==> config.mk <==
export PLATFORM = sky130hd
export DESIGN_NAME = mmau_memory_map_unit
export DESIGN_NICKNAME = d
export VERILOG_FILES = /design/src/mmau_memory_map_unit.v
export VERILOG_INCLUDE_DIRS = /design/src
export SDC_FILE = /design/constraint.sdc
export NUM_CORES = 1
export LEC_CHECK = 0
export BUFFER_PORTS_ARGS = -buffer_cell sky130_fd_sc_hd__buf_2
export CAP_MARGIN = 20
export CORE_AREA = 2 2 179 181
export DETAILED_ROUTE_END_ITERATION = 12
export DIE_AREA = 0 0 181 183
export PLACE_DENSITY = 0.83
export SETUP_SLACK_MARGIN = 0.2
export SYNTH_ARGS = -nofsm -noshare
export SYNTH_HDL_FRONTEND = slang
export SYNTH_SLANG_ARGS = --single-unit
==> constraint.sdc <==
create_clock -name ref_clk -period 4.6 [get_ports ref_clk]
set_input_delay 0.92 -clock ref_clk [delete_from_list [all_inputs] [get_ports ref_clk]]
set_output_delay 0.92 -clock ref_clk [all_outputs]
set_load 0.05 [all_outputs]
==> src/mmau_defines.vh <==
// Constants for the memory map and address unit
`ifndef MMAU_DEFINES_VH
`define MMAU_DEFINES_VH
`define MMAU_AW 16
`define MMAU_DW 16
`define MMAU_MMR_TOP 16'h005f
`define MMAU_AR_BASE 16'h0010
`define MMAU_AR_LAST 16'h0017
`define MMAU_PTR_ADDR 16'h0018
`define MMAU_IDX_ADDR 16'h0019
`define MMAU_GRS_ADDR 16'h001a
`define MMAU_PMS_ADDR 16'h001b
`define MMAU_IOA_BASE 16'h0050
`define MMAU_IOA_TOP 16'h005f
`define MMAU_B2_BASE 16'h0060
`define MMAU_B2_TOP 16'h007f
`define MMAU_B0D_BASE 16'h0100
`define MMAU_B0D_TOP 16'h02ff
`define MMAU_B1_BASE 16'h0300
`define MMAU_B1_TOP 16'h04ff
`define MMAU_B0P_BASE 16'hfe00
`define MMAU_SA_BASE 16'h0800
`define MMAU_SA_TOP 16'h1bff
`define MMAU_ROM_TOP 16'h07ff
`define MMAU_BANK_SH 11
`define MMAU_GRS_MIN 4'h8
`define MMAU_GRS_MAX 4'hf
`define MMAU_PM_ROM 0
`define MMAU_PM_CNF 1
`define MMAU_PM_PROT 2
`define MMAU_BOOT_ALIGN 10
// Control bit selects
`define MMAU_CB_ROM 2'h0
`define MMAU_CB_CNF 2'h1
// Step modes of the address unit
`define MMAU_STEP_NONE 2'h0
`define MMAU_STEP_INC 2'h1
`define MMAU_STEP_DEC 2'h2
`define MMAU_STEP_IDX 2'h3
// Load sources
`define MMAU_SRC_MEM 2'h0
`define MMAU_SRC_ACC 2'h1
`define MMAU_SRC_PRD 2'h2
`define MMAU_SRC_IMM 2'h3
`endif

==> src/mmau_memory_map_unit.v <==
// Auxiliary register file, address unit and memory-space decode
`timescale 1ns/1ps
`include "mmau_defines.vh"
//
// Contract
// RULE1: Eight aux registers chosen by 3-bit pointer
// RULE2: Aux registers, pointer load from four sources
// RULE3: Aux registers mapped in data space
// RULE4: Indirect access steps current register
// RULE5: Three separate 64K-word spaces
// RULE6: Top data region global, size from register
// RULE7: Global accesses raise global bus request
// RULE8: Data 0-5Fh decode to mapped registers
// RULE9: Low 16 I/O ports aliased in data
// RULE10: ROM enable sampled at reset, software changeable
// RULE11: ROM low program addresses, else external
// RULE12: Protection blocks ROM access from external code
// RULE13: Boot source 1K aligned, byte or word
// RULE14: Single-access RAM in independent 2K banks
// RULE15: Only one bank smaller than 2K
// RULE16: Dual RAM reads and writes same cycle
// RULE17: Block one 512, block two 32, data
// RULE18: Block zero data or program by bit
// RULE19: External accesses stretched by ready line; code stalls only on external data reads and fetches, not writes
// RULE20: Up to three accesses per cycle
// RULE21: Register window wins over other regions
// RULE22: Region size code masks upper address bits
module mmau_memory_map_unit (
    // Clock, reset, ROM mode strap and protect option
    input wire ref_clk,
    input wire rst,
    input wire romDisableModeSelect,
    input wire romProtectOption,
    // Core load and step control
    input wire auxLoad,
    input wire ptrLoad,
    input wire [1:0] loadSrc,
    input wire [2:0] loadSel,
    input wire [15:0] memData,
    input wire [15:0] accumulatorData,
    input wire [15:0] productData,
    input wire [15:0] immData,
    input wire indirectAccess,
    input wire [1:0] stepMode,
    input wire idxLoad,
    // Control bit operations
    input wire setControlBitOp,
    input wire clearControlBitOp,
    input wire [1:0] controlBitSel,
    // Data-space port (write and read)
    input wire dataWrite,
    input wire [15:0] dataWrAddr,
    input wire [15:0] dataWrData,
    input wire dataRead,
    input wire [15:0] dataRdAddrDirect,
    input wire useIndirectRead,
    // Program-space port
    input wire progFetch,
    input wire [15:0] progAddr,
    input wire fetchFromExternal,
    // I/O port
    input wire ioLongAccess,
    input wire [15:0] ioAddr,
    // Boot source
    input wire [15:0] bootBase,
    input wire bootByteMode,
    // External side
    input wire extReady,
    // Outputs
    output reg [15:0] dataRdData,
    output reg [15:0] currentAux,
    output reg [2:0] auxPointer,
    output reg [15:0] dataAddrOut,
    output reg selMappedReg,
    output reg selIoAlias,
    output reg selDualRam,
    output reg selSingleRam,
    output reg [2:0] singleRamBank,
    output reg selGlobal,
    output reg globalBusRequest,
    output reg selExtData,
    output reg selRom,
    output reg selExtProg,
    output reg romBlocked,
    output reg selIoPort,
    output reg [15:0] ioAddrOut,
    output reg [15:0] bootAddrOut,
    output reg bootByteOut,
    output reg romEnabled,
    output reg blockZeroProgramSelect,
    output reg waitStall,
    output reg parallelOk
);
    reg [15:0] auxRegs [0:7];
    reg [15:0] idxReg;
    reg [7:0] grsReg;
    reg [2:0] ptr_reg;
    reg romEn_reg;
    reg cnf_reg;
    reg strapPending_reg;
    reg [15:0] loadValue;
    reg [15:0] stepped;
    reg [15:0] rdAddr;
    reg [15:0] globalMask;
    reg inGlobal;
    reg [15:0] mapRead;
    reg [2:0] bankRd;
    reg [2:0] bankWr;
    reg isMapped;
    reg isB0D;
    reg isB1;
    reg isB2;
    reg isSa;
    reg extData;
    reg [3:0] grsCode;
    reg wrMapped;
    reg wrGlobal;
    reg cbRom;
    reg cbCnf;
    reg b0ProgHit;
    reg romHit;
    reg protHit;
    reg extFetch;
    reg extAccess;
    integer i;

    // Load source select
    always @* begin
        if (loadSrc == `MMAU_SRC_MEM) begin
            loadValue = memData; // [RULE2]
        end else if (loadSrc == `MMAU_SRC_ACC) begin
            loadValue = accumulatorData;
        end else if (loadSrc == `MMAU_SRC_PRD) begin
            loadValue = productData;
        end else begin
            loadValue = immData;
        end
    end

    // Post-step of the current register
    always @* begin
        case (stepMode)
            `MMAU_STEP_INC: stepped = auxRegs[ptr_reg] + 16'h0001; // [RULE4]
            `MMAU_STEP_DEC: stepped = auxRegs[ptr_reg] - 16'h0001;
            `MMAU_STEP_IDX: stepped = auxRegs[ptr_reg] + idxReg;
            default: stepped = auxRegs[ptr_reg];
        endcase
    end

    // Read address: indirect uses the current register before stepping
    always @* begin
        rdAddr = useIndirectRead ? auxRegs[ptr_reg] : dataRdAddrDirect; // [RULE1]
    end

    // Global mask; code below minimum means no global region
    always @* begin
        grsCode = grsReg[3:0];
        globalMask = 16'h0000;
        if (grsCode >= `MMAU_GRS_MIN) begin
            // Code n claims the top 2^n words, so 256 up to 32K
            globalMask = ~((16'h0001 << grsCode) - 16'h0001); // [RULE22] [RULE6]
        end
    end

    // Data-space decode; register window checked first
    always @* begin
        isMapped = rdAddr <= `MMAU_MMR_TOP; // [RULE8]
        inGlobal = !isMapped && (globalMask != 16'h0000)
            && ((rdAddr & globalMask) == globalMask); // [RULE6] [RULE21]
        isB2 = !isMapped && !inGlobal && rdAddr >= `MMAU_B2_BASE && rdAddr <= `MMAU_B2_TOP;
        isB0D = !isMapped && !inGlobal && !cnf_reg
            && rdAddr >= `MMAU_B0D_BASE && rdAddr <= `MMAU_B0D_TOP; // [RULE18]
        isB1 = !isMapped && !inGlobal
            && rdAddr >= `MMAU_B1_BASE && rdAddr <= `MMAU_B1_TOP; // [RULE17]
        isSa = !isMapped && !inGlobal && rdAddr >= `MMAU_SA_BASE && rdAddr <= `MMAU_SA_TOP;
        extData = !isMapped && !inGlobal && !isB2 && !isB0D && !isB1 && !isSa;
        // Bank index; the last bank holds the odd remainder
        bankRd = rdAddr[`MMAU_BANK_SH + 2:`MMAU_BANK_SH] - 3'h1; // [RULE14] [RULE15]
        bankWr = dataWrAddr[`MMAU_BANK_SH + 2:`MMAU_BANK_SH] - 3'h1;
        // Writes ask for the global bus on their own address
        wrMapped = dataWrite && dataWrAddr <= `MMAU_MMR_TOP;
        wrGlobal = dataWrite && !wrMapped && (globalMask != 16'h0000)
            && ((dataWrAddr & globalMask) == globalMask); // [RULE7]
    end

    // Mapped register read mux
    always @* begin
        mapRead = 16'h0000;
        if (rdAddr >= `MMAU_AR_BASE && rdAddr <= `MMAU_AR_LAST) begin
            mapRead = auxRegs[rdAddr[2:0]]; // [RULE3]
        end else if (rdAddr == `MMAU_PTR_ADDR) begin
            mapRead = {13'h0000, ptr_reg};
        end else if (rdAddr == `MMAU_IDX_ADDR) begin
            mapRead = idxReg;
        end else if (rdAddr == `MMAU_GRS_ADDR) begin
            mapRead = {8'h00, grsReg};
        end else if (rdAddr == `MMAU_PMS_ADDR) begin
            mapRead = {13'h0000, romProtectOption, cnf_reg, romEn_reg};
        end
    end

    // Control bit selects; the ROM bit belongs to the strap on its edge
    always @* begin
        cbCnf = controlBitSel == `MMAU_CB_CNF;
        cbRom = controlBitSel == `MMAU_CB_ROM && !strapPending_reg;
    end

    // Program decode; block zero in program space is checked before the ROM
    always @* begin
        b0ProgHit = progFetch && cnf_reg && progAddr >= `MMAU_B0P_BASE; // [RULE18]
        romHit = progFetch && !b0ProgHit && romEn_reg && progAddr <= `MMAU_ROM_TOP; // [RULE11]
        protHit = romProtectOption && fetchFromExternal; // [RULE12]
        extFetch = progFetch && !b0ProgHit && !romHit;
        extAccess = (dataRead && (extData || inGlobal)) || extFetch; // [RULE19]
    end

    // Register file and mode state
    always @(posedge ref_clk) begin
        if (rst) begin
            for (i = 0; i < 8; i = i + 1) begin
                auxRegs[i] <= 16'h0000;
            end
            idxReg <= 16'h0000;
            grsReg <= 8'h00;
            ptr_reg <= 3'h0;
            cnf_reg <= 1'b0;
            romEn_reg <= 1'b0;
            strapPending_reg <= 1'b1;
        end else begin
            // Mode strap caught on first edge after release
            strapPending_reg <= 1'b0;
            if (strapPending_reg) begin
                romEn_reg <= !romDisableModeSelect; // [RULE10]
            end
            if (indirectAccess) begin
                auxRegs[ptr_reg] <= stepped; // [RULE4]
            end
            // Explicit load wins over a concurrent step
            if (auxLoad) begin
                auxRegs[loadSel] <= loadValue; // [RULE2]
            end
            if (ptrLoad) begin
                ptr_reg <= loadValue[2:0]; // [RULE1]
            end
            if (idxLoad) begin
                idxReg <= loadValue;
            end
            if (setControlBitOp && cbCnf) begin
                cnf_reg <= 1'b1; // [RULE18]
            end else if (clearControlBitOp && cbCnf) begin
                cnf_reg <= 1'b0;
            end
            if (setControlBitOp && cbRom) begin
                romEn_reg <= 1'b1; // [RULE10]
            end else if (clearControlBitOp && cbRom) begin
                romEn_reg <= 1'b0;
            end
            // Mapped writes
            if (wrMapped) begin
                if (dataWrAddr >= `MMAU_AR_BASE && dataWrAddr <= `MMAU_AR_LAST) begin
                    auxRegs[dataWrAddr[2:0]] <= dataWrData; // [RULE3]
                end else if (dataWrAddr == `MMAU_PTR_ADDR) begin
                    ptr_reg <= dataWrData[2:0];
                end else if (dataWrAddr == `MMAU_IDX_ADDR) begin
                    idxReg <= dataWrData;
                end else if (dataWrAddr == `MMAU_GRS_ADDR) begin
                    grsReg <= dataWrData[7:0]; // [RULE6]
                end else if (dataWrAddr == `MMAU_PMS_ADDR && !strapPending_reg) begin
                    romEn_reg <= dataWrData[`MMAU_PM_ROM]; // [RULE10]
                    cnf_reg <= dataWrData[`MMAU_PM_CNF];
                end
            end
        end
    end

    // Registered outputs
    always @(posedge ref_clk) begin
        if (rst) begin
            dataRdData <= 16'h0000;
            currentAux <= 16'h0000;
            auxPointer <= 3'h0;
            dataAddrOut <= 16'h0000;
            selMappedReg <= 1'b0;
            selIoAlias <= 1'b0;
            selDualRam <= 1'b0;
            selSingleRam <= 1'b0;
            singleRamBank <= 3'h0;
            selGlobal <= 1'b0;
            globalBusRequest <= 1'b0;
            selExtData <= 1'b0;
            selRom <= 1'b0;
            selExtProg <= 1'b0;
            romBlocked <= 1'b0;
            selIoPort <= 1'b0;
            ioAddrOut <= 16'h0000;
            bootAddrOut <= 16'h0000;
            bootByteOut <= 1'b0;
            romEnabled <= 1'b0;
            blockZeroProgramSelect <= 1'b0;
            waitStall <= 1'b0;
            parallelOk <= 1'b0;
        end else begin
            dataRdData <= isMapped ? mapRead : 16'h0000;
            currentAux <= auxRegs[ptr_reg]; // [RULE3]
            auxPointer <= ptr_reg;
            dataAddrOut <= rdAddr; // [RULE5]
            selMappedReg <= dataRead && isMapped; // [RULE8]
            selIoAlias <= dataRead && rdAddr >= `MMAU_IOA_BASE && rdAddr <= `MMAU_IOA_TOP; // [RULE9]
            selDualRam <= dataRead && (isB0D || isB1 || isB2); // [RULE16]
            selSingleRam <= dataRead && isSa; // [RULE14]
            singleRamBank <= bankRd;
            selGlobal <= dataRead && inGlobal;
            globalBusRequest <= (dataRead && inGlobal) || wrGlobal; // [RULE7]
            selExtData <= dataRead && extData;
            // Program decode
            if (b0ProgHit) begin
                selRom <= 1'b0; // [RULE18]
                selExtProg <= 1'b0;
                romBlocked <= 1'b0;
            end else if (romHit) begin
                selRom <= !protHit; // [RULE11] [RULE12]
                selExtProg <= 1'b0;
                romBlocked <= protHit;
            end else begin
                selRom <= 1'b0;
                selExtProg <= progFetch; // [RULE11]
                romBlocked <= 1'b0;
            end
            // Two-word I/O reaches the whole space
            selIoPort <= ioLongAccess; // [RULE9]
            ioAddrOut <= ioAddr;
            bootAddrOut <= {bootBase[15:`MMAU_BOOT_ALIGN], 10'h000}; // [RULE13]
            bootByteOut <= bootByteMode;
            romEnabled <= romEn_reg;
            blockZeroProgramSelect <= cnf_reg;
            // Only external accesses wait on ready
            waitStall <= extAccess && !extReady; // [RULE19]
            // Read and write in different banks or dual RAM run together
            parallelOk <= dataRead && dataWrite
                && ((isB0D || isB1 || isB2) || (isSa && bankRd != bankWr)); // [RULE20] [RULE16]
        end
    end
endmodule

==> Word-level counts from Yosys, hierarchy flattened <==
Memories as Yosys holds them, arrays and structs flattened. A register that Yosys moved wholly into a read port is not among the register bits.
Cells that the tools add are included.
{ "word_totals": {"regBits": 132, "ram_bits": 128, "input_bits": 187, "output_inout_bits": 102, "word_cells": 217, "n_memories": 1} }
{ "op_classes": {"add_sub_neg": 6, "order_cmp": 18, "eq_ne": 17, "shifts": 1, "mux": 59, "bitwise": 8, "n_reduce_logical": 77} }
{ "mem_list": {"columns": ["memory", "words", "word_bits", "read_ports", "rd_clocked_by_memory_dff", "wr", "line", "text"], "rows": [
  ["auxRegs", 8, 16, 2, 1, 8, "mmau_memory_map_unit.v:94", "reg [15:0] auxRegs [0:7];"]
]} }
{ "op_table": {"columns": ["cell", "count"], "rows": [
  ["two-way mux 16 bit", 16],
  ["equality test 16 x 5 -> 1 bit, second input constant", 8],
  ["less-or-equal comparator 16 x 7 -> 1 bit, second input constant", 3],
  ["case mux 16 bit (3 select lines)", 1],
  ["OR reduction 16 bit", 3],
  ["logical AND 1 bit", 47],
  ["AND 16 bit", 2],
  ["equality test 16 bit", 2],
  [">= comparator 16 x 5 -> 1 bit, second input constant", 2],
  [">= comparator 16 x 7 -> 1 bit, second input constant", 2],
  ["less-or-equal comparator 16 x 11 -> 1 bit, second input constant", 2],
  ["less-or-equal comparator 16 x 5 -> 1 bit, second input constant", 2],
  ["two-way mux 1 bit", 32],
  ["subtractor 16 x 1 -> 16 bit, second input constant", 2],
  ["two-way mux 3 bit", 9],
  ["adder 16 x 1 -> 16 bit, second input constant", 1],
  ["adder 16 bit", 1],
  [">= comparator 16 x 10 -> 1 bit, second input constant", 1],
  [">= comparator 16 x 12 -> 1 bit, second input constant", 1],
  [">= comparator 16 bit, second input constant", 1],
  [">= comparator 16 x 9 -> 1 bit, second input constant", 1],
  ["less-or-equal comparator 16 x 10 -> 1 bit, second input constant", 1],
  ["less-or-equal comparator 16 x 13 -> 1 bit, second input constant", 1],
  ["inverter 16 bit", 1],
  ["other kinds (15)", 44]
]} }

==> Logic depth before layout (Yosys ltp) <==
{ "depth": {"word_depth": 20, "mapped_depth": 18, "ltp_nobuf": 13} }

==> Worst setup path before layout <==
No wires, ideal clock.
{ "synth_path": {"path_kind": "flip-flop to flip-flop", "startpoint": "reg ptr_reg[0]", "endpoint": "mem auxRegs[4][14], data pin", "setup_time_ns": 0.146, "t_arrival_ns": 4.044, "t_required_ns": 4.454, "setup_slack_ns": 0.410, "path_stages_with_launch": 16, "path_buffers": 2, "synth_period_minus_slack_ns": 4.190, "cell_sequence": "dfxtp_1 > clkbuf_4 > buf_4 > mux4_2 > mux2i_1 > inv_1 > ha_1 > fa_1 > a211oi_1 > o21bai_1 > a31oi_1 > o211ai_1 > and3_1 > o31ai_1 > a22oi_1 > a21oi_1"} }
{ "synth_rtl": {"columns": ["element", "line", "text"], "rows": [
  ["start: declaration", "mmau_memory_map_unit.v:97", "reg [2:0] ptr_reg;"],
  ["start signal: assignment", "mmau_memory_map_unit.v:243", "ptr_reg <= loadValue[2:0];"],
  ["start signal: assignment", "mmau_memory_map_unit.v:263", "ptr_reg <= dataWrData[2:0];"],
  ["end: declaration", "mmau_memory_map_unit.v:94", null]
]} }

==> results.toml <==
[clock_network]
cts.path.max_buffers = 3
cts_tree = "yes"
cts_setup_buffers = 0
path_clk_slew_ns = 0.07
cts_made_buffers = 27
clock_latency_ns = 0.56
h-tree-depth = 1
cts.sinks = 250
cts_root_buf = "clkbuf_16"

[job]
drv_cap = 0

[place]
port_buffers = 259
gp_congestion = 0.9545
postPlaceCellArea_sq_um = 17320
dp_hpwl_um = 39240

[logic_synthesis]
synth-simple-area-share_pct = 19.89
synth_top_area_share_pct = 24.84
yosys-top-cells-area = "edfxtp_1 25%, dfxtp_1 16%, nand2_1 5.9%, nor2_1 4.9%, mux2i_1 4.5%"
synth_area_leader_cell = "edfxtp_1"
synthesis.instances = 1737
synth_compound_area_share_pct = 22.42
syn_area_sq_um = 15470
avgSynthCellArea_sq_um = 8.908
synth-xor-area-share_pct = 0.9057
synth_cell_types = 90
synth-edff-count = 128
yosys.area_share.adder_pct = 1.731
dominantRegCellSynth = "edfxtp_1"
synthArstFlopShare_pct = 0
yosys_warnings = 0
seq_area_frac_synth_pct = 40.63
muxShareOfSynthArea_pct = 9.065
synth_top_family_by_area = "compound AO/OA/AOI/OAI gates"
synth_seq_cells = 250

[floorplan]
std_cell_rows = 65
pin_count = 289
core_area_sq_um = 31230
die_h_um = 183
start_util_pct = 49.54
dieArea_sq_um = 33120
dieWidth_um = 181

[power]
p_leak_nw = 7.457
powerDensity_nw_per_um2 = 364.1
ir_drop_mv = 0.2499

[setup_path]
cp-end-kind = "flop"
path_class = "reg -> reg"
worstSetupStartpointType = "flop"
crit_path_max_fanout = 17
reg2reg_depth = 16
arrival_ns = 4.51
crit_required_ns = 4.91
r2r-start = "ptr_reg[1]$_SDFF_PP0_"
timing.rr.end = "auxRegs[0][15]$_DFFE_PP_"
r2r_slack_ns = 0.40

[drt]
first_pass_iters = 6
num_vias = 15150
antenna_left = 0
viasPerCell = 6.363
wl_um = 51050
drt_iter0_markers = 2128
wl_per_cell_um = 21.44
drc = 0

[layout]
largest_reg_flops = 128
num-nets-final = 2166
area_growth_pct = 18.49
diodes = 0
top_register = "auxRegs"
fin_area_sq_um = 18330
drive_gt1_share_pct = 23.60

[sta]
rsz0062_at_grt = "false"
finClkSkew_ns = 0.02053
final-hold-violation-count = 0
relSlewSlack_pct = 27.07
period_needed_ns = 4.197
post-route-period-util_pct = 91.24
setup_viol = 0
slew_viol_final = 0
worstMarginPinSlew_ns = 1.086
fmax_mhz = 238.3
tns_ns = 0
whs_ns = 0.4967

[global_routing]
antenna_found_initial = 0
grt_use_total_pct = 29.96
grt_max_degree = 60
grt_pass1_wl_um = 79210
grt_overflow = 0
grt_pass1_vias = 14280

[min_path]
hp-class = "reg -> reg"
hold_path_depth = 2
holdCritStartpoint = "grsReg[6]$_SDFFE_PP0P_"
hold-path-endpoint = "grsReg[6]$_SDFFE_PP0P_"

[outcome]
status = "completed"
## worst max path at each step
stage                                     start                        to  slack, ns  cells after the start
after detailed placement  ptr_reg[2]$_SDFF_PP0_  auxRegs[7][13]$_DFFE_PP_       0.30                     15
after CTS                 ptr_reg[2]$_SDFF_PP0_  auxRegs[4][13]$_DFFE_PP_       0.28                     15
after global placement    ptr_reg[2]$_SDFF_PP0_  auxRegs[2][15]$_DFFE_PP_       0.40                     16
final                     ptr_reg[1]$_SDFF_PP0_  auxRegs[0][15]$_DFFE_PP_       0.40                     16
after global routing      ptr_reg[0]$_SDFF_PP0_  auxRegs[4][14]$_DFFE_PP_       0.23                     14
after floorplan           ptr_reg[0]$_SDFF_PP0_  auxRegs[4][14]$_DFFE_PP_       0.41                     15
## per-layer routing
layer	up-vias	wire length [um]	global-route usage (%)
met4	0	1205	7.577
li1	6827	-	-
met3	106	7032	6.751
met5	-	0	0
met1	7059	20110	40.70
met2	1158	22700	48.66
## cell usage after synthesis, types with 8 or more instances
| library cell | count |
|---|---|
| a2111oi_0 | 8 |
| a211oi_1 | 27 |
| a21boi_0 | 17 |
| a21o_1 | 16 |
| a21oi_1 | 93 |
| a221oi_1 | 21 |
| a22oi_1 | 19 |
| a2bb2oi_1 | 17 |
| a311oi_1 | 13 |
| a31oi_1 | 25 |
| a32o_1 | 8 |
| and3_1 | 24 |
| buf_1 | 17 |
| buf_2 | 14 |
| buf_4 | 12 |
| clkbuf_1 | 104 |
| dfxtp_1 | 122 |
| edfxtp_1 | 128 |
| ha_1 | 19 |
| inv_1 | 35 |
| mux2_2 | 12 |
| mux2i_1 | 70 |
| mux4_2 | 23 |
| nand2_1 | 244 |
| nand2b_1 | 10 |
| nand3_1 | 47 |
| nand3b_1 | 8 |
| nand4_1 | 9 |
| nor2_1 | 200 |
| nor2b_1 | 44 |
| nor3_1 | 33 |
| nor4_1 | 11 |
| o211ai_1 | 22 |
| o21a_1 | 42 |
| o21ai_0 | 41 |
| o21ai_1 | 11 |
| o221ai_1 | 25 |
| o22ai_1 | 10 |
| o2bb2a_1 | 8 |
| o31ai_1 | 8 |
| xnor2_1 | 9 |
## timing repair
item / CTS / global route
endpoints found under the setup margin: 0 / 42
resized for setup: 0 / 12
hold buffers: 0 / 0
## power breakdown
group	leakage [nW]	switching [mW]	internal [mW]	total, mW
logic	4.63	1.18	0.602	1.78
clock network	0.480	0.943	1.38	2.33
registers	2.34	0.0780	2.49	2.57
## layout by cell type, fill, tap and decap left out, types with 41 or more instances in the layout
cell type  instances
buf_2            258
nand2_1          244
nor2_1           199
edfxtp_1         128
dfxtp_1          120
a21oi_1           91
buf_4             74
mux2i_1           68
nand3_1           47
nor2b_1           44
o21a_1            42
o21ai_0           41
## worst max-delay path: stages, from the launching register on
cell	delay (ns)
dfxtp_1	0.51
buf_4	0.32
nand2_2	0.17
o22ai_1	0.23
a221o_1	0.28
inv_1	0.15
ha_1	0.42
o21ai_0	0.15
o21ai_0	0.40
a21boi_2	0.12
buf_4	0.16
nor3_1	0.22
o22ai_1	0.16
mux2i_1	0.17
buf_4	0.19
a21oi_1	0.09
o22a_1	0.21
## final cells by class
class                      count  area (sq um)
sequential                   250          6291
tap                          402         503.0
timing repair buffer         338          1958
clock buffer                  41         918.4
multi-input combinational   1306          8477
fill                        2676         12900
inverter                      36         135.1
clock inverter                 8         50.05
## per-stage QoR
step	total power [mW]	worst slack (ns)	utilization, %	cells
floorplan	3.701	0.4096	-	1746
finish	6.674	0.4030	58.70	2381
global placement	4.261	0.4048	55.46	2332
detailed placement	4.313	0.3048	55.46	2332
CTS	6.613	0.2785	58.56	2381
global route	6.884	0.2270	58.70	2381
## cell families after synthesis
logic type      Yosys count
other cells               1
buf+inv                 190
compound gates          479
flops                   250
xor+xnor                 16
fa+ha+maj                21
mux                     108
simple gates            672
(Power assumes the default switching activity.)
